`src/logic/rtca_params.svh`:
```
`ifndef RTCA_PARAMS_SVH
`define RTCA_PARAMS_SVH

// register byte offsets on the bus
`define RTCA_OFF_CFG       8'h00
`define RTCA_OFF_WIN       8'h04
`define RTCA_OFF_MD        8'h08
`define RTCA_OFF_WH        8'h0C
`define RTCA_OFF_MS        8'h10
`define RTCA_OFF_CAL       8'h14
`define RTCA_OFF_STAT      8'h18

// implemented bits of the three alarm value registers
`define RTCA_MD_BITS       16'h1F3F
`define RTCA_WH_BITS       16'h073F
`define RTCA_MS_BITS       16'h7F7F

// alarm config field positions
`define RTCA_CFG_EN        15
`define RTCA_CFG_CHIME     14
`define RTCA_CFG_MASK_HI   13
`define RTCA_CFG_MASK_LO   10
`define RTCA_CFG_PTR_HI    9
`define RTCA_CFG_PTR_LO    8
`define RTCA_CFG_RPT_HI    7

// calibration register field positions
`define RTCA_CAL_WREN      15
`define RTCA_CAL_TRIM_HI   7

// reset values
`define RTCA_CFG_RST       16'h0000
`define RTCA_VAL_RST       16'h0000
`define RTCA_TRIM_RST      8'h00

// counts
`define RTCA_RPT_WRAP      8'hFF
`define RTCA_TRIM_SHIFT    2
`define RTCA_PTR_MD        2'h2
`define RTCA_PTR_WH        2'h1
`define RTCA_PTR_MS        2'h0

// bus responses
`define RTCA_RESP_OKAY     2'h0
`define RTCA_RESP_SLVERR   2'h2

`endif

```
`src/logic/rtca_pkg.sv`:
```
package rtca_pkg;

	// alarm interval mask codes
	typedef enum logic [3:0] {
		RTCA_M_HALF  = 4'h0,
		RTCA_M_SEC   = 4'h1,
		RTCA_M_10S   = 4'h2,
		RTCA_M_MIN   = 4'h3,
		RTCA_M_10M   = 4'h4,
		RTCA_M_HOUR  = 4'h5,
		RTCA_M_DAY   = 4'h6,
		RTCA_M_WEEK  = 4'h7,
		RTCA_M_MONTH = 4'h8,
		RTCA_M_YEAR  = 4'h9
	} rtca_mask_t;

	// bcd time value, same layout as the alarm value registers
	typedef struct packed {
		logic [15:0] month_day;
		logic [15:0] weekday_hour;
		logic [15:0] minute_second;
	} rtca_time_t;

endpackage

```
`src/logic/rtca_trim.sv`:
```
`timescale 1ns/1ps
`include "rtca_params.svh"

// once-a-minute timebase trim: swallows or inserts 4*|trim| ticks
module rtca_trim import rtca_pkg::*; (
	input  wire logic       aclk,
	input  wire logic       aresetn,
	input  wire logic       raw_tick,
	input  wire logic       minute_tick,
	input  wire logic [7:0] trim,
	output logic            adj_tick_ff,
	output logic            busy_ff
);

	logic [9:0] left_ff;   // pulses still to adjust
	logic       remove_ff; // direction latched at minute start
	logic [7:0] mag;       // trim magnitude

	assign mag = trim[7] ? 8'(-trim) : trim;

	// adjustment counter and direction
	always_ff @(posedge aclk) begin
		if (!aresetn) begin
			left_ff   <= 10'h000;
			remove_ff <= 1'b0;
		end else if (minute_tick) begin
			left_ff   <= {mag, 2'b00};
			remove_ff <= trim[7];
		end else if (left_ff != 10'h000) begin
			if (remove_ff && raw_tick) begin
				left_ff <= left_ff - 10'h001;
			end else if (!remove_ff && !raw_tick) begin
				left_ff <= left_ff - 10'h001;
			end
		end
	end

	// adjusted tick: drop real ticks or fill idle cycles
	always_ff @(posedge aclk) begin
		if (!aresetn) begin
			adj_tick_ff <= 1'b0;
			busy_ff     <= 1'b0;
		end else begin
			busy_ff <= (left_ff != 10'h000);
			if (minute_tick || left_ff == 10'h000) begin
				adj_tick_ff <= raw_tick;
			end else if (remove_ff) begin
				adj_tick_ff <= 1'b0;
			end else begin
				adj_tick_ff <= 1'b1;
			end
		end
	end

endmodule

```
`src/logic/rtca_alarm.sv`:
```
// Implementation choices: register access over AXI4-Lite and the placing of the registers.
`timescale 1ns/1ps
`include "rtca_params.svh"

module rtca_alarm import rtca_pkg::*; (
	input  wire logic        aclk,
	input  wire logic        aresetn,
	// axi4-lite slave
	input  wire logic [7:0]  s_axi_awaddr,
	input  wire logic        s_axi_awvalid,
	output logic             s_axi_awready,
	input  wire logic [31:0] s_axi_wdata,
	input  wire logic [3:0]  s_axi_wstrb,
	input  wire logic        s_axi_wvalid,
	output logic             s_axi_wready,
	output logic [1:0]       s_axi_bresp,
	output logic             s_axi_bvalid,
	input  wire logic        s_axi_bready,
	input  wire logic [7:0]  s_axi_araddr,
	input  wire logic        s_axi_arvalid,
	output logic             s_axi_arready,
	output logic [31:0]      s_axi_rdata,
	output logic [1:0]       s_axi_rresp,
	output logic             s_axi_rvalid,
	input  wire logic        s_axi_rready,
	// calendar clock unit side
	input  wire logic        timebase_in,
	input  wire logic        half_tick,
	input  wire logic        second_phase,
	input  wire logic        minute_tick,
	input  wire rtca_time_t  time_now,
	output logic             timebase_tick_ff,
	output logic             alarm_irq_ff,
	output logic             alarm_pulse_ff
);

	// register state
	logic [15:0] cfg_ff;            // alarm_config_register
	logic [15:0] md_ff;             // alarm_month_day
	logic [15:0] wh_ff;             // alarm_weekday_hour
	logic [15:0] ms_ff;             // alarm_minute_second
	logic        wren_ff;           // clock_write_enable
	logic [7:0]  trim_ff;           // trim byte of clock_config_trim_register
	logic        trim_busy;         // trim still adjusting this minute
	logic [1:0]  tb_sync_ff;        // timebase pin synchroniser
	logic        tb_prev_ff;        // previous synchronised timebase level
	logic        raw_tick;          // timebase rising edge

	// bus handshake state
	logic [7:0]  aw_addr_ff;        // latched write address
	logic        aw_have_ff;        // write address held
	logic [31:0] w_data_ff;         // latched write data
	logic [3:0]  w_strb_ff;         // latched write strobes
	logic        w_have_ff;         // write data held
	logic        wr_go;             // both halves held, no response pending
	logic        rd_go;             // read address taken this cycle

	// alarm decision
	logic        alarm_hit;         // alarm event this cycle
	logic        en;                // alarm_enable view
	logic        chime;             // chime view
	logic [3:0]  alarm_interval_mask;             // alarm_interval_mask view
	logic [1:0]  ptr;               // alarm_window_pointer view
	logic [7:0]  rpt;               // alarm_repeat_count view

	assign en    = cfg_ff[`RTCA_CFG_EN];
	assign chime = cfg_ff[`RTCA_CFG_CHIME];
	assign alarm_interval_mask = cfg_ff[`RTCA_CFG_MASK_HI:`RTCA_CFG_MASK_LO];
	assign ptr   = cfg_ff[`RTCA_CFG_PTR_HI:`RTCA_CFG_PTR_LO];
	assign rpt   = cfg_ff[`RTCA_CFG_RPT_HI:0];

	// digits that must match for a mask code, laid out as time_now
	function automatic logic [47:0] cmp_bits(input logic [3:0] code);
		logic [47:0] b;
		b = 48'h0000_0000_0000;
		unique case (code)
			RTCA_M_10S:   b = 48'h0000_0000_000F;
			RTCA_M_MIN:   b = 48'h0000_0000_007F;
			RTCA_M_10M:   b = 48'h0000_0000_0F7F;
			RTCA_M_HOUR:  b = 48'h0000_0000_7F7F;
			RTCA_M_DAY:   b = 48'h0000_003F_7F7F;
			RTCA_M_WEEK:  b = 48'h0000_073F_7F7F;
			RTCA_M_MONTH: b = 48'h003F_003F_7F7F;
			RTCA_M_YEAR:  b = 48'h1F3F_003F_7F7F;
			default:      b = 48'h0000_0000_0000;
		endcase
		return b;
	endfunction

	// true when the alarm fires on this tick
	function automatic logic alarm_match(input logic [3:0] code, input rtca_time_t now,
		input logic [47:0] alm, input logic phase);
		logic [47:0] diff;
		diff = (alm ^ now) & cmp_bits(code);
		if (code == RTCA_M_HALF) begin
			return 1'b1;
		end else if (code > RTCA_M_YEAR) begin
			return 1'b0;
		end else begin
			return phase && (diff == 48'h0000_0000_0000);
		end
	endfunction

	// value register write with implemented-bit masking
	function automatic logic [15:0] merge16(input logic [15:0] old, input logic [31:0] d,
		input logic [3:0] s, input logic [15:0] bits);
		logic [15:0] n;
		n = old;
		if (s[0]) n[7:0] = d[7:0];
		if (s[1]) n[15:8] = d[15:8];
		return n & bits;
	endfunction

	assign alarm_hit = half_tick && en
		&& alarm_match(alarm_interval_mask, time_now, {md_ff, wh_ff, ms_ff}, second_phase);

	// timebase pin synchroniser and edge detect
	always_ff @(posedge aclk) begin
		if (!aresetn) begin
			tb_sync_ff <= 2'b00;
			tb_prev_ff <= 1'b0;
		end else begin
			tb_sync_ff <= {tb_sync_ff[0], timebase_in};
			tb_prev_ff <= tb_sync_ff[1];
		end
	end
	assign raw_tick = tb_sync_ff[1] && !tb_prev_ff;

	// write address and data capture, either order
	always_ff @(posedge aclk) begin
		if (!aresetn) begin
			aw_have_ff <= 1'b0;
			w_have_ff  <= 1'b0;
			aw_addr_ff <= 8'h00;
			w_data_ff  <= 32'h0000_0000;
			w_strb_ff  <= 4'h0;
		end else begin
			if (s_axi_awvalid && s_axi_awready) begin
				aw_have_ff <= 1'b1;
				aw_addr_ff <= s_axi_awaddr;
			end else if (wr_go) begin
				aw_have_ff <= 1'b0;
			end
			if (s_axi_wvalid && s_axi_wready) begin
				w_have_ff <= 1'b1;
				w_data_ff <= s_axi_wdata;
				w_strb_ff <= s_axi_wstrb;
			end else if (wr_go) begin
				w_have_ff <= 1'b0;
			end
		end
	end
	assign wr_go = aw_have_ff && w_have_ff && !s_axi_bvalid;

	// ready flags: one item held per channel
	always_ff @(posedge aclk) begin
		if (!aresetn) begin
			s_axi_awready <= 1'b0;
			s_axi_wready  <= 1'b0;
		end else begin
			s_axi_awready <= !aw_have_ff && !(s_axi_awvalid && s_axi_awready);
			s_axi_wready  <= !w_have_ff && !(s_axi_wvalid && s_axi_wready);
		end
	end

	// write response
	always_ff @(posedge aclk) begin
		if (!aresetn) begin
			s_axi_bvalid <= 1'b0;
			s_axi_bresp  <= `RTCA_RESP_OKAY;
		end else if (wr_go) begin
			s_axi_bvalid <= 1'b1;
			s_axi_bresp  <= (aw_addr_ff > `RTCA_OFF_STAT || aw_addr_ff[1:0] != 2'b00)
				? `RTCA_RESP_SLVERR : `RTCA_RESP_OKAY;
		end else if (s_axi_bready) begin
			s_axi_bvalid <= 1'b0;
		end
	end

	// calibration register: write enable and trim byte
	always_ff @(posedge aclk) begin
		if (!aresetn) begin
			wren_ff <= 1'b0;
			trim_ff <= `RTCA_TRIM_RST;
		end else if (wr_go && aw_addr_ff == `RTCA_OFF_CAL) begin
			if (w_strb_ff[1]) wren_ff <= w_data_ff[`RTCA_CAL_WREN];
			if (w_strb_ff[0]) trim_ff <= w_data_ff[`RTCA_CAL_TRIM_HI:0];
		end
	end

	// alarm value registers, direct and through the window
	always_ff @(posedge aclk) begin
		if (!aresetn) begin
			md_ff <= `RTCA_VAL_RST;
			wh_ff <= `RTCA_VAL_RST;
			ms_ff <= `RTCA_VAL_RST;
		end else if (wr_go) begin
			if (aw_addr_ff == `RTCA_OFF_MD && wren_ff) begin
				md_ff <= merge16(md_ff, w_data_ff, w_strb_ff, `RTCA_MD_BITS);
			end
			if (aw_addr_ff == `RTCA_OFF_WH && wren_ff) begin
				wh_ff <= merge16(wh_ff, w_data_ff, w_strb_ff, `RTCA_WH_BITS);
			end
			if (aw_addr_ff == `RTCA_OFF_MS) begin
				ms_ff <= merge16(ms_ff, w_data_ff, w_strb_ff, `RTCA_MS_BITS);
			end
			if (aw_addr_ff == `RTCA_OFF_WIN) begin
				unique case (ptr)
					`RTCA_PTR_MD: if (wren_ff) md_ff <= merge16(md_ff, w_data_ff, w_strb_ff,
						`RTCA_MD_BITS);
					`RTCA_PTR_WH: if (wren_ff) wh_ff <= merge16(wh_ff, w_data_ff, w_strb_ff,
						`RTCA_WH_BITS);
					`RTCA_PTR_MS: ms_ff <= merge16(ms_ff, w_data_ff, w_strb_ff,
						`RTCA_MS_BITS);
					default: ;
				endcase
			end
		end
	end

	// alarm config: software write, else alarm bookkeeping, plus pointer walk
	always_ff @(posedge aclk) begin
		if (!aresetn) begin
			cfg_ff <= `RTCA_CFG_RST;
		end else begin
			if (wr_go && aw_addr_ff == `RTCA_OFF_CFG) begin
				if (w_strb_ff[1]) cfg_ff[15:8] <= w_data_ff[15:8];
				if (w_strb_ff[0]) cfg_ff[7:0] <= w_data_ff[7:0];
			end else begin
				if (alarm_hit) begin
					if (rpt != 8'h00) begin
						cfg_ff[`RTCA_CFG_RPT_HI:0] <= rpt - 8'h01;
					end else if (chime) begin
						cfg_ff[`RTCA_CFG_RPT_HI:0] <= `RTCA_RPT_WRAP;
					end else begin
						cfg_ff[`RTCA_CFG_EN] <= 1'b0;
					end
				end
				// upper half touched: read always, write when lane 1 strobed
				if (ptr != 2'b00 && ((wr_go && aw_addr_ff == `RTCA_OFF_WIN && w_strb_ff[1])
					|| (rd_go && s_axi_araddr == `RTCA_OFF_WIN))) begin
					cfg_ff[`RTCA_CFG_PTR_HI:`RTCA_CFG_PTR_LO] <= ptr - 2'b01;
				end
			end
		end
	end

	// alarm outputs: request pulse and half-rate toggle
	always_ff @(posedge aclk) begin
		if (!aresetn) begin
			alarm_irq_ff   <= 1'b0;
			alarm_pulse_ff <= 1'b0;
		end else begin
			alarm_irq_ff <= alarm_hit;
			if (alarm_hit) alarm_pulse_ff <= !alarm_pulse_ff;
		end
	end

	// read channel
	assign rd_go = s_axi_arvalid && s_axi_arready;
	always_ff @(posedge aclk) begin
		if (!aresetn) begin
			s_axi_arready <= 1'b0;
			s_axi_rvalid  <= 1'b0;
			s_axi_rdata   <= 32'h0000_0000;
			s_axi_rresp   <= `RTCA_RESP_OKAY;
		end else begin
			s_axi_arready <= !s_axi_rvalid && !rd_go;
			if (rd_go) begin
				s_axi_rvalid <= 1'b1;
				s_axi_rresp  <= `RTCA_RESP_OKAY;
				unique case (s_axi_araddr)
					`RTCA_OFF_CFG:  s_axi_rdata <= {16'h0000, cfg_ff};
					`RTCA_OFF_WIN:  s_axi_rdata <= {16'h0000, (ptr == `RTCA_PTR_MD) ? md_ff :
						(ptr == `RTCA_PTR_WH) ? wh_ff : (ptr == `RTCA_PTR_MS) ? ms_ff :
						16'h0000};
					`RTCA_OFF_MD:   s_axi_rdata <= {16'h0000, md_ff};
					`RTCA_OFF_WH:   s_axi_rdata <= {16'h0000, wh_ff};
					`RTCA_OFF_MS:   s_axi_rdata <= {16'h0000, ms_ff};
					`RTCA_OFF_CAL:  s_axi_rdata <= {16'h0000, wren_ff, 7'h00, trim_ff};
					`RTCA_OFF_STAT: s_axi_rdata <= {30'h0000_0000, trim_busy, alarm_pulse_ff};
					default: begin
						s_axi_rdata <= 32'h0000_0000;
						s_axi_rresp <= `RTCA_RESP_SLVERR;
					end
				endcase
			end else if (s_axi_rready) begin
				s_axi_rvalid <= 1'b0;
			end
		end
	end

	// once-a-minute timebase trim
	rtca_trim u_trim (
		.aclk        (aclk),
		.aresetn     (aresetn),
		.raw_tick    (raw_tick),
		.minute_tick (minute_tick),
		.trim        (trim_ff),
		.adj_tick_ff (timebase_tick_ff),
		.busy_ff     (trim_busy)
	);
endmodule

```
`config.mk`:
```
export PLATFORM = sky130hd
export DESIGN_NAME = rtca_alarm
export DESIGN_NICKNAME = d
export VERILOG_FILES = /design/src/logic/rtca_pkg.sv /design/src/logic/rtca_trim.sv /design/src/logic/rtca_alarm.sv
export VERILOG_INCLUDE_DIRS = /design/src /design/src/logic
export SDC_FILE = /design/constraint.sdc
export NUM_CORES = 1
export LEC_CHECK = 0
export CELL_PAD_IN_SITES_DETAIL_PLACEMENT = 1
export CELL_PAD_IN_SITES_GLOBAL_PLACEMENT = 2
export CORE_AREA = 2 2 136 138
export DETAILED_ROUTE_END_ITERATION = 8
export DIE_AREA = 0 0 138 140
export DONT_BUFFER_PORTS = 1
export PLACE_DENSITY_LB_ADDON = 0.1
export RECOVER_POWER = 25
export SLEW_MARGIN = 20
export SYNTH_ARGS = -nofsm -noshare
export SYNTH_HDL_FRONTEND = slang
export SYNTH_SLANG_ARGS = --single-unit
```
`constraint.sdc`:
```
create_clock -name aclk -period 3.9 [get_ports aclk]
set_input_delay 0.195 -clock aclk [delete_from_list [all_inputs] [get_ports aclk]]
set_output_delay 0.195 -clock aclk [all_outputs]
set_load 0.02 [all_outputs]
```
* Yosys cells after proc, flatten, opt, wreduce, memory -nomap -nowiden
Memories as Yosys holds them, arrays and structs flattened. A register that Yosys moved wholly into a read port is not among the register bits.
Cells that the tools add are included.
** Operators by class
- Bitwise gates (word level) :: 3
- Order comparisons :: 2
- $add $sub $neg :: 4
- Equal/unequal tests :: 17
- Muxes and demuxes :: 52
- Reduce and logical (&&, ||, !) cells :: 66
** Operators by type and width (count)
- $mux W16 :: 14
- $pmux W16 S7 :: 1
- $mux W10 :: 5
- $and A48 B48 Y48 :: 1
- $logic_not A48 Y1 :: 1
- $mux W8 :: 6
- $xor A48 B48 Y48 :: 1
- $eq A8 B5 Y1 const B :: 5
- $eq A8 B4 Y1 const B :: 4
- $logic_and A1 B1 Y1 :: 22
- $reduce_bool A2 Y1 :: 10
- $eq A8 B3 Y1 const B :: 2
- $logic_not A8 Y1 :: 2
- $mux W1 :: 15
- $mux W7 :: 2
- $mux W6 :: 2
- $reduce_and A2 Y1 :: 6
- $logic_not A1 Y1 :: 11
- $logic_not A10 Y1 :: 1
- $reduce_bool A10 Y1 :: 1
- $sub A10 B1 Y10 const B :: 1
- $gt A8 B5 Y1 const B :: 1
- $mux W4 :: 2
- $neg A8 Y8 :: 1
- other kinds (20) :: 27
** Storage, ports and cells
- Memories kept :: 1
- Output and inout bits :: 44
- Input port bits :: 111
- Register bits after elaboration :: 160
- Logic and storage cells :: 176
- ROM bits :: 544
** Memory list
- (name not given) :: depth 16, width 34, read ports 1, clocked after memory_dff 1, write ports 0, line rtca_alarm.sv:76 : unique case (code)

* Longest topological paths before layout
Gate-level depths: netlist of the first run.
- Depth after elaboration :: 9
- Mapped depth :: 10
- Depth with buffers taken out :: 9

* Modules after synthesis
A second synthesis of the first run with hierarchy kept.
** Unflattened totals
- Cells, all modules :: 842
- Area, all modules :: 7235.7 sq um
** Modules (own cells, without submodules)
- rtca_alarm :: sequential area each 2742.6 sq um, cells each 736, instances 1, area each 6364.9 sq um
- rtca_trim :: sequential area each 260.2 sq um, cells each 106, instances 1, area each 870.8 sq um

* Worst setup path after synthesis of the first run
OpenSTA, ideal clock, no wires.
- Path kind :: reg2reg
- From :: register aw_addr_ff[6]
- To :: register with a tool-made name
- Slack :: 1.445 ns
- Period minus slack after synthesis :: 2.455 ns
- Required time :: 3.827 ns
- Path buffers :: 0
- Data arrival time :: 2.381 ns
- Cell stages (with the launch flop) :: 7
- Library setup time :: 0.073 ns
- Cells stage by stage :: dfxtp_1 > or4_4 > nor4_4 > nand4b_4 > mux2_4 > or4_4 > nor3_2
** RTL lines
- start: declaration :: line rtca_alarm.sv:50 : logic [7:0] aw_addr_ff;
- start signal: assignment :: line rtca_alarm.sv:140 : aw_addr_ff <= s_axi_awaddr;

* Worst setup path in the final report of the first run
- From :: register aw_addr_ff[6]
- To :: register cfg_ff[2]
** Between the ends
- Longest elaborated chain between the ends :: 4
- Elaborated cells on any way between the ends :: 7
- Those cells by class :: eq/ne: 1; mux: 1; reduce/logical: 5
** Ends and longest elaborated chain
- $logic_not A8 Y1 (no source line) *
- $logic_and A1 B1 Y1 (no source line) *
- $ne A2 B2 Y1 (no source line) (tied with other cells)
- $reduce_and A3 Y1 (no source line)
- end signal: assignment :: line rtca_alarm.sv:224 : cfg_ff <= `RTCA_CFG_RST;
- end signal: assignment :: line rtca_alarm.sv:228 : if (w_strb_ff[0]) cfg_ff[7:0] <= w_data_ff[7:0];
- end signal: indexed assignment :: line rtca_alarm.sv:232 : cfg_ff[`RTCA_CFG_RPT_HI:0] <= rpt - 8'h01;
- end: declaration :: line rtca_alarm.sv:38 : logic [15:0] cfg_ff;
Mark *: on every way between the ends. The rest lies on a longest branch, timed or not.
A chain may end at the register's enable or synchronous reset.

==> results of run 1 <==
-- cell families (layout without fill, tap and decap cells) --
logic type	count (synthesis)	in the layout	share of synthesized area, %
compound gates	170	170	16.1
xor+xnor	48	48	6.03
fa+ha+maj	9	9	1.62
buf+inv	75	94	5.01
flops	150	150	43.1
mux	47	47	6.82
other cells	1	18	0.0538
simple gates	312	312	21.3
-- state kept, by name, summed over array words and instances, names as in the netlist, 2 cells and up, named ones only --
signal / flops
tb_sync_ff: 2
s_axi_rdata: 16
aw_addr_ff: 8
ms_ff: 16
md_ff: 16
trim_ff: 8
w_strb_ff: 2
wh_ff: 16
u_trim.left_ff: 10
cfg_ff: 16
w_data_ff: 16
-- layout make-up --
| type | instances | share of cell area [%] |
|---|---|---|
| clock buffer | 17 | 5.31 |
| clock inverter | 15 | 1.84 |
| inverter | 21 | 0.984 |
| multi-input combinational | 604 | 46.0 |
| sequential | 150 | 37.5 |
| tap | 229 | 3.58 |
| timing repair buffer | 41 | 4.80 |
-- per-layer routing --
layer	wire, um	share of wire (%)	track usage [%]	vias up
li1	-	-	-	2868
met1	9790	45	28.9	2921
met2	10500	48	38.1	157
met3	1000	4.6	5.06	37
met4	629	2.9	8.65	0
met5	0	0	0	-
-- stage by stage --
stage                     instance area [sq um]  setup WS (ns)
after floorplan                            7040           1.45
after global placement                     7120           1.11
after detailed placement                   7120           1.03
after CTS                                  8010           1.03
after global routing                       8010          0.663
final                                      8010          0.939
-- worst paths after layout --
kind | end | from
setup reg to reg | cfg_ff[2] | aw_addr_ff[6]
setup / recovery | cfg_ff[2] | aw_addr_ff[6]
hold / removal | s_axi_rresp[1] | s_axi_arvalid
hold reg to reg | tb_sync_ff[1] | tb_sync_ff[0]
-- power by group through the flow --
stage          Clock [W]  Sequential [W]  Combinational (W)
2_1_floorplan          0         0.00163           0.000200
3_3_place_gp           0         0.00165           0.000209
3_5_place_dp           0         0.00165           0.000218
4_1_cts          0.00164         0.00162           0.000251
5_1_grt          0.00171         0.00162           0.000281
6_report         0.00162         0.00162           0.000250
-- worst reg2reg max path, delay by kind of cell (launching register included) --
family,cells,cell delay [ns]
AND/OR/NAND/NOR,4,1.81
buffers and inverters,1,0.20
flip-flops,1,0.32
AO/OA/AOI/OAI,3,0.39
-- synthesized netlist by cell type (all sizes together), types with 3 or more instances --
library cell | count | area share (%)
a31oi | 4 | 0.36
or3 | 7 | 0.63
o221ai | 3 | 0.38
clkbuf | 33 | 1.8
nor3 | 12 | 1.0
inv | 21 | 1.1
a211oi | 8 | 0.86
a221oi | 4 | 0.50
o21ai | 26 | 1.9
buf | 21 | 2.1
a21o | 9 | 0.97
or4 | 3 | 0.43
dfxtp | 150 | 43
and3 | 3 | 0.27
nand2b | 9 | 0.81
a21oi | 61 | 4.4
o31ai | 5 | 0.54
o31a | 3 | 0.38
nand3b | 3 | 0.32
a22oi | 6 | 0.65
nand4 | 9 | 0.81
nor4 | 12 | 1.3
and2 | 20 | 1.8
nand3 | 20 | 1.4
nor2b | 7 | 0.63
xor2 | 20 | 2.5
o211ai | 4 | 0.43
nand2 | 120 | 6.5
a222oi | 12 | 1.7
mux2i | 46 | 6.6
o22ai | 3 | 0.27
ha | 9 | 1.6
nor3b | 3 | 0.32
xnor2 | 28 | 3.5
nor2 | 79 | 4.3
-- timing repair --
item	in CTS	in global routing
endpoints found under the setup margin	0	0
hold buffers	32	0
hold endpoints to repair	52	0
==> key figures, run 1 <==
Min path
  • WHS Path Cells: 2
  • Hold WC Path Type: in2reg

Timing
  • Final hold violation count: 0
  • Max Clk Rate: around 0.34 GHz
  • Fin Setup TNS: 0 ns
  • Unrepaired setup endpoints after global routing: false
  • Relative slew slack: -52.9%
  • Tcrit/Tclk final: around three quarters
  • Worst-margin pin slew: around 2.3 ns
  • Tmin final: approximately 3.0 ns
  • Max-slew violations: 53
  • Setup violators final: 0
  • Worst Clk Skew: 0.0134 ns
  • Hold WS: about 0.014 ns

Route
  • Length of the first detailed-routing pass in iterations: 5
  • Remaining routing DRC violations: 0
  • WL/cell: 20.4 um
  • Wirelength, routed: roughly 22000 um
  • Via count of the routed design: 5983
  • Number of routed nets with antenna violations: 0
  • Vias per inst: 5.56
  • First DRT Iteration DRCs: 289

Critical path
  • CP bufs+invs: 1
  • Setup CP Type: reg2reg
  • Crit path cell chain: or4_4, nor4_4, nand2_1, and4_1, a21boi_0, buf_4, o21bai_1, a221oi_1
  • Worst path depth: 8
  • Worst reg-to-reg setup slack: ~0.94 ns
  • CP top delay family: simple AND/OR/NAND/NOR gates
  • Worst-path fanout max: 14
  • CP peak stage delay: between 0.5 and 0.6 ns
  • Crit-path slowest cell: or4_4
  • Critical Path Source Type: flip-flop
  • Crit end category: flip-flop
  • Reg2reg path depth: 8
  • CP required: between 4 and 5 ns
  • Crit path arrival time: 3.14 ns

Pwr
  • Seq pwr share: approximately 46%
  • VDD IR max: ~0.00029 V
  • Total power: 0.00348 W
  • Switching power: slightly above 0.0009 W
  • Clock power frac: 46.4%
  • Power share of the combinational group: around 7%
  • Switching fraction of total power: a little over a quarter
  • Power density over the cells: ~430 nW/um^2
  • LEAKAGE: approximately 3.3 nW
  • Int Pwr: about 0.0026 W

Finish
  • Fin nets: 955
  • FF+latch area: 3000 sq um
  • Area delta synth->final: 14.9%
  • Final std cells w/o fill: 1077
  • Multi-input gate area: 3680 sq um
  • Fillers: between 2k and 2.5k
  • Fin util: a little under half
  • Antenna Cells: 0
  • Layout cells sized above 1: slightly below 6%
  • Most frequent cells in the layout: 150 x dfxtp_1, 120 x nand2_1, 79 x nor2_1
  • Leading cell type in the layout, fill and taps excluded: dfxtp_1

Synthesis
  • Number of enable flip-flop cells after synthesis: 0
  • Post-synth ARST share: 0%
  • Post-synthesis sequential area ratio: around 43%
  • Synth cell types: 61
  • Post-synth design cell area: about 7000 sq um
  • Synth Flop Type: dfxtp_1
  • Warnings, synthesis: 0
  • Post-Synthesis Cells: 812
  • Synthesized area per cell: 8.59 sq um
  • Flops & latches, synth: 150

GRT
  • Antenna violations before repair: 0
  • Global-route wire length before repair: about 35000 um
  • Grt ovf: 0
  • Largest net degree at the start of global routing: between 50 and 60
  • Vias in the first global route: just over 6k
  • GRT Util Overall: between 20% and 30%

Run status
  • Outcome: complete, but fails checks
  • Violated checks: capacitance limit, slew limit

Die
  • Core area: ~18000 sq um
  • I/O pins: approximately 160
  • Die W: approximately 140 um
  • Initial core utilization: around two fifths
  • Height of the die: about 140 um
  • FP Rows: 49
  • Die footprint: between 15000 and 20000 sq um

Job
  • Max Cap Violations: 1

Placed design
  • Post-DP HPWL: 16200 um
  • Port Buffers: 0
  • Cell total after placement: ~1.0k
  • Final Wtd Congestion: 0.841

Clock network
  • Max Root-Sink Buffers: 2
  • CTS tree: yes
  • Clk Latency, worst-skew pair: roughly 0.43 ns
  • Clock Tree Root: clkbuf_16
  • H-tree depth: 4
  • PostCTS Resize Cnt: 0
  • Clock-pin slew on the worst setup and hold paths: roughly 0.060 ns
  • Num CTS Buffers: 17
  • Post CTS Setup Buffer Count: 0
  • CTS Sinks: 150
(Power assumes the default switching activity.)
==> run 2, diff against run 1 <==
--- a/config.mk
+++ b/config.mk
@@ -8,9 +8,9 @@
 export LEC_CHECK = 0
 export CELL_PAD_IN_SITES_DETAIL_PLACEMENT = 1
 export CELL_PAD_IN_SITES_GLOBAL_PLACEMENT = 2
-export CORE_AREA = 2 2 136 138
+export CORE_AREA = 2 2 147 149
 export DETAILED_ROUTE_END_ITERATION = 8
-export DIE_AREA = 0 0 138 140
+export DIE_AREA = 0 0 149 151
 export DONT_BUFFER_PORTS = 1
 export PLACE_DENSITY_LB_ADDON = 0.1
 export RECOVER_POWER = 25
==> constraint.sdc (replaced) <==
create_clock -name aclk -period 2.55 [get_ports aclk]
set_input_delay 0.1275 -clock aclk [delete_from_list [all_inputs] [get_ports aclk]]
set_output_delay 0.1275 -clock aclk [all_outputs]
set_load 0.02 [all_outputs]
==> key figures, run 2 (synthesized netlist as in run 1, its figures left out) <==
Run status
  • Outcome: complete, but fails checks
  • Violated checks: hold timing

Route
  • Vias per inst: around 5.2
  • WL/cell: 19.8 um
  • Via count of the routed design: around 6.0k
  • Number of routed nets with antenna violations: 0
  • First DRT Iteration DRCs: 280
  • Wirelength, routed: roughly 23000 um
  • Remaining routing DRC violations: 0
  • Length of the first detailed-routing pass in iterations: 5

GRT
  • Antenna violations before repair: 0
  • Vias in the first global route: 6170
  • Largest net degree at the start of global routing: between 50 and 60
  • Grt ovf: 0
  • GRT Util Overall: roughly 21%
  • Global-route wire length before repair: between 30000 and 40000 um

Critical path
  • Critical Path Source Type: flip-flop
  • Crit path cell chain: or4_4, nor4_4, buf_4, nand4b_4, mux2_4, or4_4, nor3_2
  • Top cell by count, worst path: or4_4
  • Crit-path slowest cell: or4_4
  • CP required: around 2.9 ns
  • CP peak stage delay: about 0.57 ns
  • Setup CP Type: reg2reg
  • CP top delay family: simple AND/OR/NAND/NOR gates
  • CP bufs+invs: 1
  • Worst reg-to-reg setup slack: around 0.075 ns
  • Worst-path fanout max: 6
  • Setup crit start: aw_addr_ff[6]
  • Reg2reg start: aw_addr_ff[6]
  • Crit end category: flip-flop
  • Crit path arrival time: 2.84 ns

Placed design
  • Port Buffers: 0
  • Final Wtd Congestion: about 0.85
  • Placement Setup Slack: 0.0487 ns
  • Post-DP HPWL: 17100 um

Pwr
  • VDD IR max: just under 0.0004 V
  • LEAKAGE: between 3 and 4 nW
  • Total power: 0.00551 W
  • Power density over the cells: approximately 660 nW/um^2

Clock network
  • Clock-pin slew on the worst setup and hold paths: about 0.070 ns
  • Num CTS Buffers: 17
  • H-tree depth: 4
  • CTS Sinks: 150
  • Max Root-Sink Buffers: 2
  • Clk Latency, worst-skew pair: around 0.44 ns
  • CTS tree: yes
  • Clock Tree Root: clkbuf_16

Min path
  • Hold wc startpoint: half_tick
  • Hold WC Path Type: in2reg

Timing
  • Relative slew slack: about half
  • Worst Clk Skew: 0.0101 ns
  • Max Clk Rate: around 0.40 GHz
  • Post-route setup slack: approximately 0.075 ns
  • Tmin final: 2.48 ns
  • Max-slew violations: 0
  • Hold WS: -0.00205 ns
  • Worst-margin pin slew: between 0.7 and 0.8 ns
  • Final hold violation count: 1
  • Unrepaired setup endpoints after global routing: false
  • Setup violators final: 0
  • Fin Setup TNS: 0 ns
  • Tcrit/Tclk final: around 97%

Job
  • Max Cap Violations: 0

Die
  • Die W: around 150 um
  • Initial core utilization: ~33%
  • Core area: between 20000 and 25000 sq um
  • Height of the die: 151 um
  • FP Rows: between 50 and 60
  • Die footprint: between 20000 and 25000 sq um
  • I/O pins: between 150 and 200

Finish
  • Most frequent cells in the layout: 150 x dfxtp_1, 118 x nand2_1, 79 x nor2_1
  • Leading cell type in the layout, fill and taps excluded: dfxtp_1
  • Area delta synth->final: 18.9%
  • Fillers: 2463
  • Antenna Cells: 0
  • Fin nets: 975
  • Layout cells sized above 1: about 8.4%
run 2: metrics by stage:
stage | cell area [sq um] | std cells | hold slack, ns | util, %
final | 8290 | 1143 | -0.00205 | 39.8
after global routing | 8290 | 1143 | 0.0204 | 39.8
after CTS | 8280 | 1142 | 0.00782 | 39.8
after detailed placement | 7340 | 1077 | 0.232 | 35.2
after global placement | 7340 | 1077 | 0.230 | 35.2
after floorplan | 7040 | 829 | 0.255 | -
run 2: what timing repair did:
action / in CTS / in global routing
gates resized for setup: 0 / 5
buffers inserted: 0 / 1
hold buffers: 33 / 0
hold endpoints to repair: 60 / 0
endpoints found under the setup margin: 0 / 16
run 2: worst register-to-register path, cell delays in order (launching register included):
cell	delay (ns)
dfxtp_1	0.32
or4_4	0.57
nor4_4	0.14
buf_4	0.18
nand4b_4	0.17
mux2_4	0.36
or4_4	0.53
nor3_2	0.16
run 2: final cells by class:
type | count | area (sq um) | share of cell area [%]
multi-input combinational | 604 | 3700 | 44.6
clock buffer | 19 | 443 | 5.34
inverter | 21 | 78.8 | 0.951
tap | 275 | 344 | 4.15
clock inverter | 13 | 170 | 2.05
timing repair buffer | 61 | 554 | 6.69
sequential | 150 | 3000 | 36.2
run 2: power by group:
part	switching (W)	leakage (nW)	total [W]	internal [W]
Combinational	0.000238	1.92	0.000405	0.000167
Sequential	0.0000780	1.21	0.00247	0.00239
Clock	0.00106	0.291	0.00263	0.00158
Total	0.00137	3.43	0.00551	0.00414
run 2: path summary, 6_finish.rpt:
path,to,cells after the start
worst max-delay path,flip-flop,7
worst max register to register,flip-flop,7
worst min register to register,tb_sync_ff[1],1
worst min-delay path,alarm_irq_ff,2
run 2: layer usage:
metal	GRT usage, %	wire [um]
met3	3.80	1120
met1	26.9	10300
met5	0	0
met4	6.86	364
met2	34.9	10900
==> run 3, diff against run 2 <==
--- a/config.mk
+++ b/config.mk
@@ -6,11 +6,12 @@
 export SDC_FILE = /design/constraint.sdc
 export NUM_CORES = 1
 export LEC_CHECK = 0
+export ABC_AREA = 1
 export CELL_PAD_IN_SITES_DETAIL_PLACEMENT = 1
 export CELL_PAD_IN_SITES_GLOBAL_PLACEMENT = 2
-export CORE_AREA = 2 2 147 149
+export CORE_AREA = 2 2 159 161
 export DETAILED_ROUTE_END_ITERATION = 8
-export DIE_AREA = 0 0 149 151
+export DIE_AREA = 0 0 161 163
 export DONT_BUFFER_PORTS = 1
 export PLACE_DENSITY_LB_ADDON = 0.1
 export RECOVER_POWER = 25
==> key figures, run 3 <==
Critical path
  • Crit-path slowest cell: dfxtp_1
  • Critical Path Source Type: flip-flop
  • Setup CP Type: reg2reg
  • Crit end category: flip-flop
  • Worst-path fanout max: 11
  • CP top delay family: simple AND/OR/NAND/NOR gates
  • Crit path cell chain: nand2_2, nor2_4, inv_1, a2111oi_0, nand3_1, nor2_1, buf_4, inv_1, nand2_1, a21oi_1
  • Crit path arrival time: around 2.5 ns
  • CP required: about 2.9 ns
  • CP bufs+invs: 3
  • CP peak stage delay: 0.40 ns
  • Top cell by count, worst path: inv_1

Route
  • Via count of the routed design: 7405
  • First DRT Iteration DRCs: between 300 and 400
  • Vias per inst: about 5.0
  • Remaining routing DRC violations: 0
  • Wirelength, routed: between 20000 and 30000 um
  • WL/cell: roughly 19 um
  • Length of the first detailed-routing pass in iterations: 4
  • Number of routed nets with antenna violations: 0

Clock network
  • Clock Tree Root: clkbuf_16
  • CTS tree: yes
  • Clock-pin slew on the worst setup and hold paths: ~0.07 ns
  • Max Root-Sink Buffers: 2
  • PostCTS Resize Cnt: 0
  • H-tree depth: 4
  • CTS Sinks: 150
  • Clk Latency, worst-skew pair: around 0.43 ns
  • Num CTS Buffers: 17

Synthesis
  • Commonest cells post-synth: 220 x nand2_1, 156 x inv_1, 150 x dfxtp_1
  • Synth top area share: between 30% and 40%
  • Post-synth top area cell: dfxtp_1
  • Count leader, synth: nand2_1
  • Synthesized area per cell: between 6 and 7 sq um
  • Post-synthesis sequential area ratio: 38.9%
  • Post-Synthesis Cells: around 1.1k
  • Synth Flop Type: dfxtp_1
  • Number of enable flip-flop cells after synthesis: 0
  • Flops & latches, synth: 150
  • Warnings, synthesis: 0
  • Top cells by area, synth: dfxtp_1 39%, nand2_1 11%, inv_1 7.6%
  • Post-synth ARST share: 0%
  • Post-synth design cell area: between 7000 and 8000 sq um
  • Synth cell types: between 50 and 60

Pwr
  • LEAKAGE: between 3 and 4 nW
  • VDD IR max: 0.000278 V
  • Seq pwr share: ~44%
  • Power density over the cells: roughly 640 nW/um^2
  • Int Pwr: 0.00412 W
  • Switching power: 0.00165 W
  • Power share of the combinational group: 13.1%
  • Switching fraction of total power: between 20% and 30%
  • Clock power frac: approximately 43%
  • Total power: slightly below 0.006 W

Finish
  • Area delta synth->final: 16.2%
  • Leading cell type in the layout, fill and taps excluded: nand2_1
  • Antenna Cells: 0
  • Layout cells sized above 1: 8.10%
  • Post-route cell area: 8970 sq um
  • Fin nets: approximately 1.3k
  • Most frequent cells in the layout: 220 x nand2_1, 157 x inv_1, 150 x dfxtp_1

Min path
  • Hold WC Path Type: in2reg

Die
  • Initial core utilization: 31.3%
  • FP Rows: 58
  • Core area: between 20000 and 25000 sq um
  • Die W: 161 um
  • Die footprint: ~26000 sq um
  • I/O pins: between 150 and 200
  • Height of the die: 163 um

Placed design
  • Final Wtd Congestion: 0.826
  • Area after DPL: 8080 sq um
  • Port Buffers: 0
  • Post-DP HPWL: 21000 um

Timing
  • Worst-margin pin slew: approximately 0.70 ns
  • Tcrit/Tclk final: 87.5%
  • Tmin final: 2.23 ns
  • Final hold violation count: 0
  • Fin Setup TNS: 0 ns
  • Max Clk Rate: between 0.4 and 0.5 GHz
  • Worst Clk Skew: slightly below 0.01 ns
  • Relative slew slack: between 50% and 60%
  • Setup violators final: 0
  • Unrepaired setup endpoints after global routing: false
  • Max-slew violations: 0

GRT
  • Grt ovf: 0
  • Vias in the first global route: about 7.3k
  • Antenna violations before repair: 1
  • Global-route wire length before repair: roughly 43000 um
  • Largest net degree at the start of global routing: between 80 and 90
  • GRT Util Overall: 21.5%

Run status
  • Outcome: complete, no violations

Job
  • Max Cap Violations: 0
## run 3: cell types whose count changed after synthesis, sizes merged, moves of 19 or more
| cell | change |
|---|---|
| mux2i | -46 |
| nor3 | +21 |
| nand3 | +41 |
| xnor2 | -19 |
| inv | +145 |
| o21ai | +83 |
| and2 | -20 |
| a21oi | +51 |
| nand2 | +108 |
## run 3: power groups by stage
stage | logic (W) | clock network (W) | registers (W)
6_report | 0.000758 | 0.00246 | 0.00255
5_1_grt | 0.000862 | 0.00260 | 0.00256
4_1_cts | 0.000769 | 0.00251 | 0.00255
3_5_place_dp | 0.000703 | 0 | 0.00260
3_3_place_gp | 0.000693 | 0 | 0.00260
2_1_floorplan | 0.000595 | 0 | 0.00257
## run 3: cells by family after synthesis
| kind of cell | synth area share [%] |
|---|---|
| simple gates | 25.2 |
| compound gates | 20.4 |
| buf+inv | 11.9 |
| flops | 38.9 |
| xor+xnor | 2.04 |
| fa+ha+maj | 1.46 |
| other cells | 0.0486 |
## run 3: worst paths after layout
path | startpoint | slack (ns) | cells after the start | endpoint
max | aw_have_ff | 0.32 | 10 | wh_ff[2]
min | minute_tick | 0.03 | 4 | u_trim.left_ff[8]
max reg2reg | aw_have_ff | 0.32 | 10 | wh_ff[2]
min reg2reg | tb_sync_ff[1] | 0.43 | 2 | tb_prev_ff
## run 3: routing by layer
metal  global-route usage [%]  wire [um]  share of wire [%]
met5                        0          0                  0
met4                     5.56        401                1.4
met3                     3.13       1050                3.8
met2                     34.3      12400                 45
met1                     30.4      14000                 50
## run 3: area by class of cell
class	instances	area (sq um)
fill	3121	15700
multi-input combinational	757	3860
sequential	150	3000
inverter	168	631
timing repair buffer	53	508
clock buffer	22	464
tap	330	413
clock inverter	10	97.6
## run 3: through the flow
step                      worst slack, ns  std cells  utilization [%]  hold WS (ns)
after global routing               0.0916       1490             36.4        0.0635
after detailed placement            0.408       1426             32.7         0.234
after CTS                           0.394       1490             36.4        0.0246
after floorplan                     0.786       1126                -         0.225
final                               0.318       1490             36.4        0.0281
after global placement              0.419       1426             32.7         0.228
## run 3: tightest hold or removal path: cells and delay by family
family / cells / cell delay, ns
AOI/OAI and AO/OA: 4 / 0.28
## run 3: what timing repair did
action                     4_1_cts  5_1_grt
hold buffers                    32        0
setup endpoints to repair        0        0
hold endpoints to repair        94        0
buffers inserted                 0        0
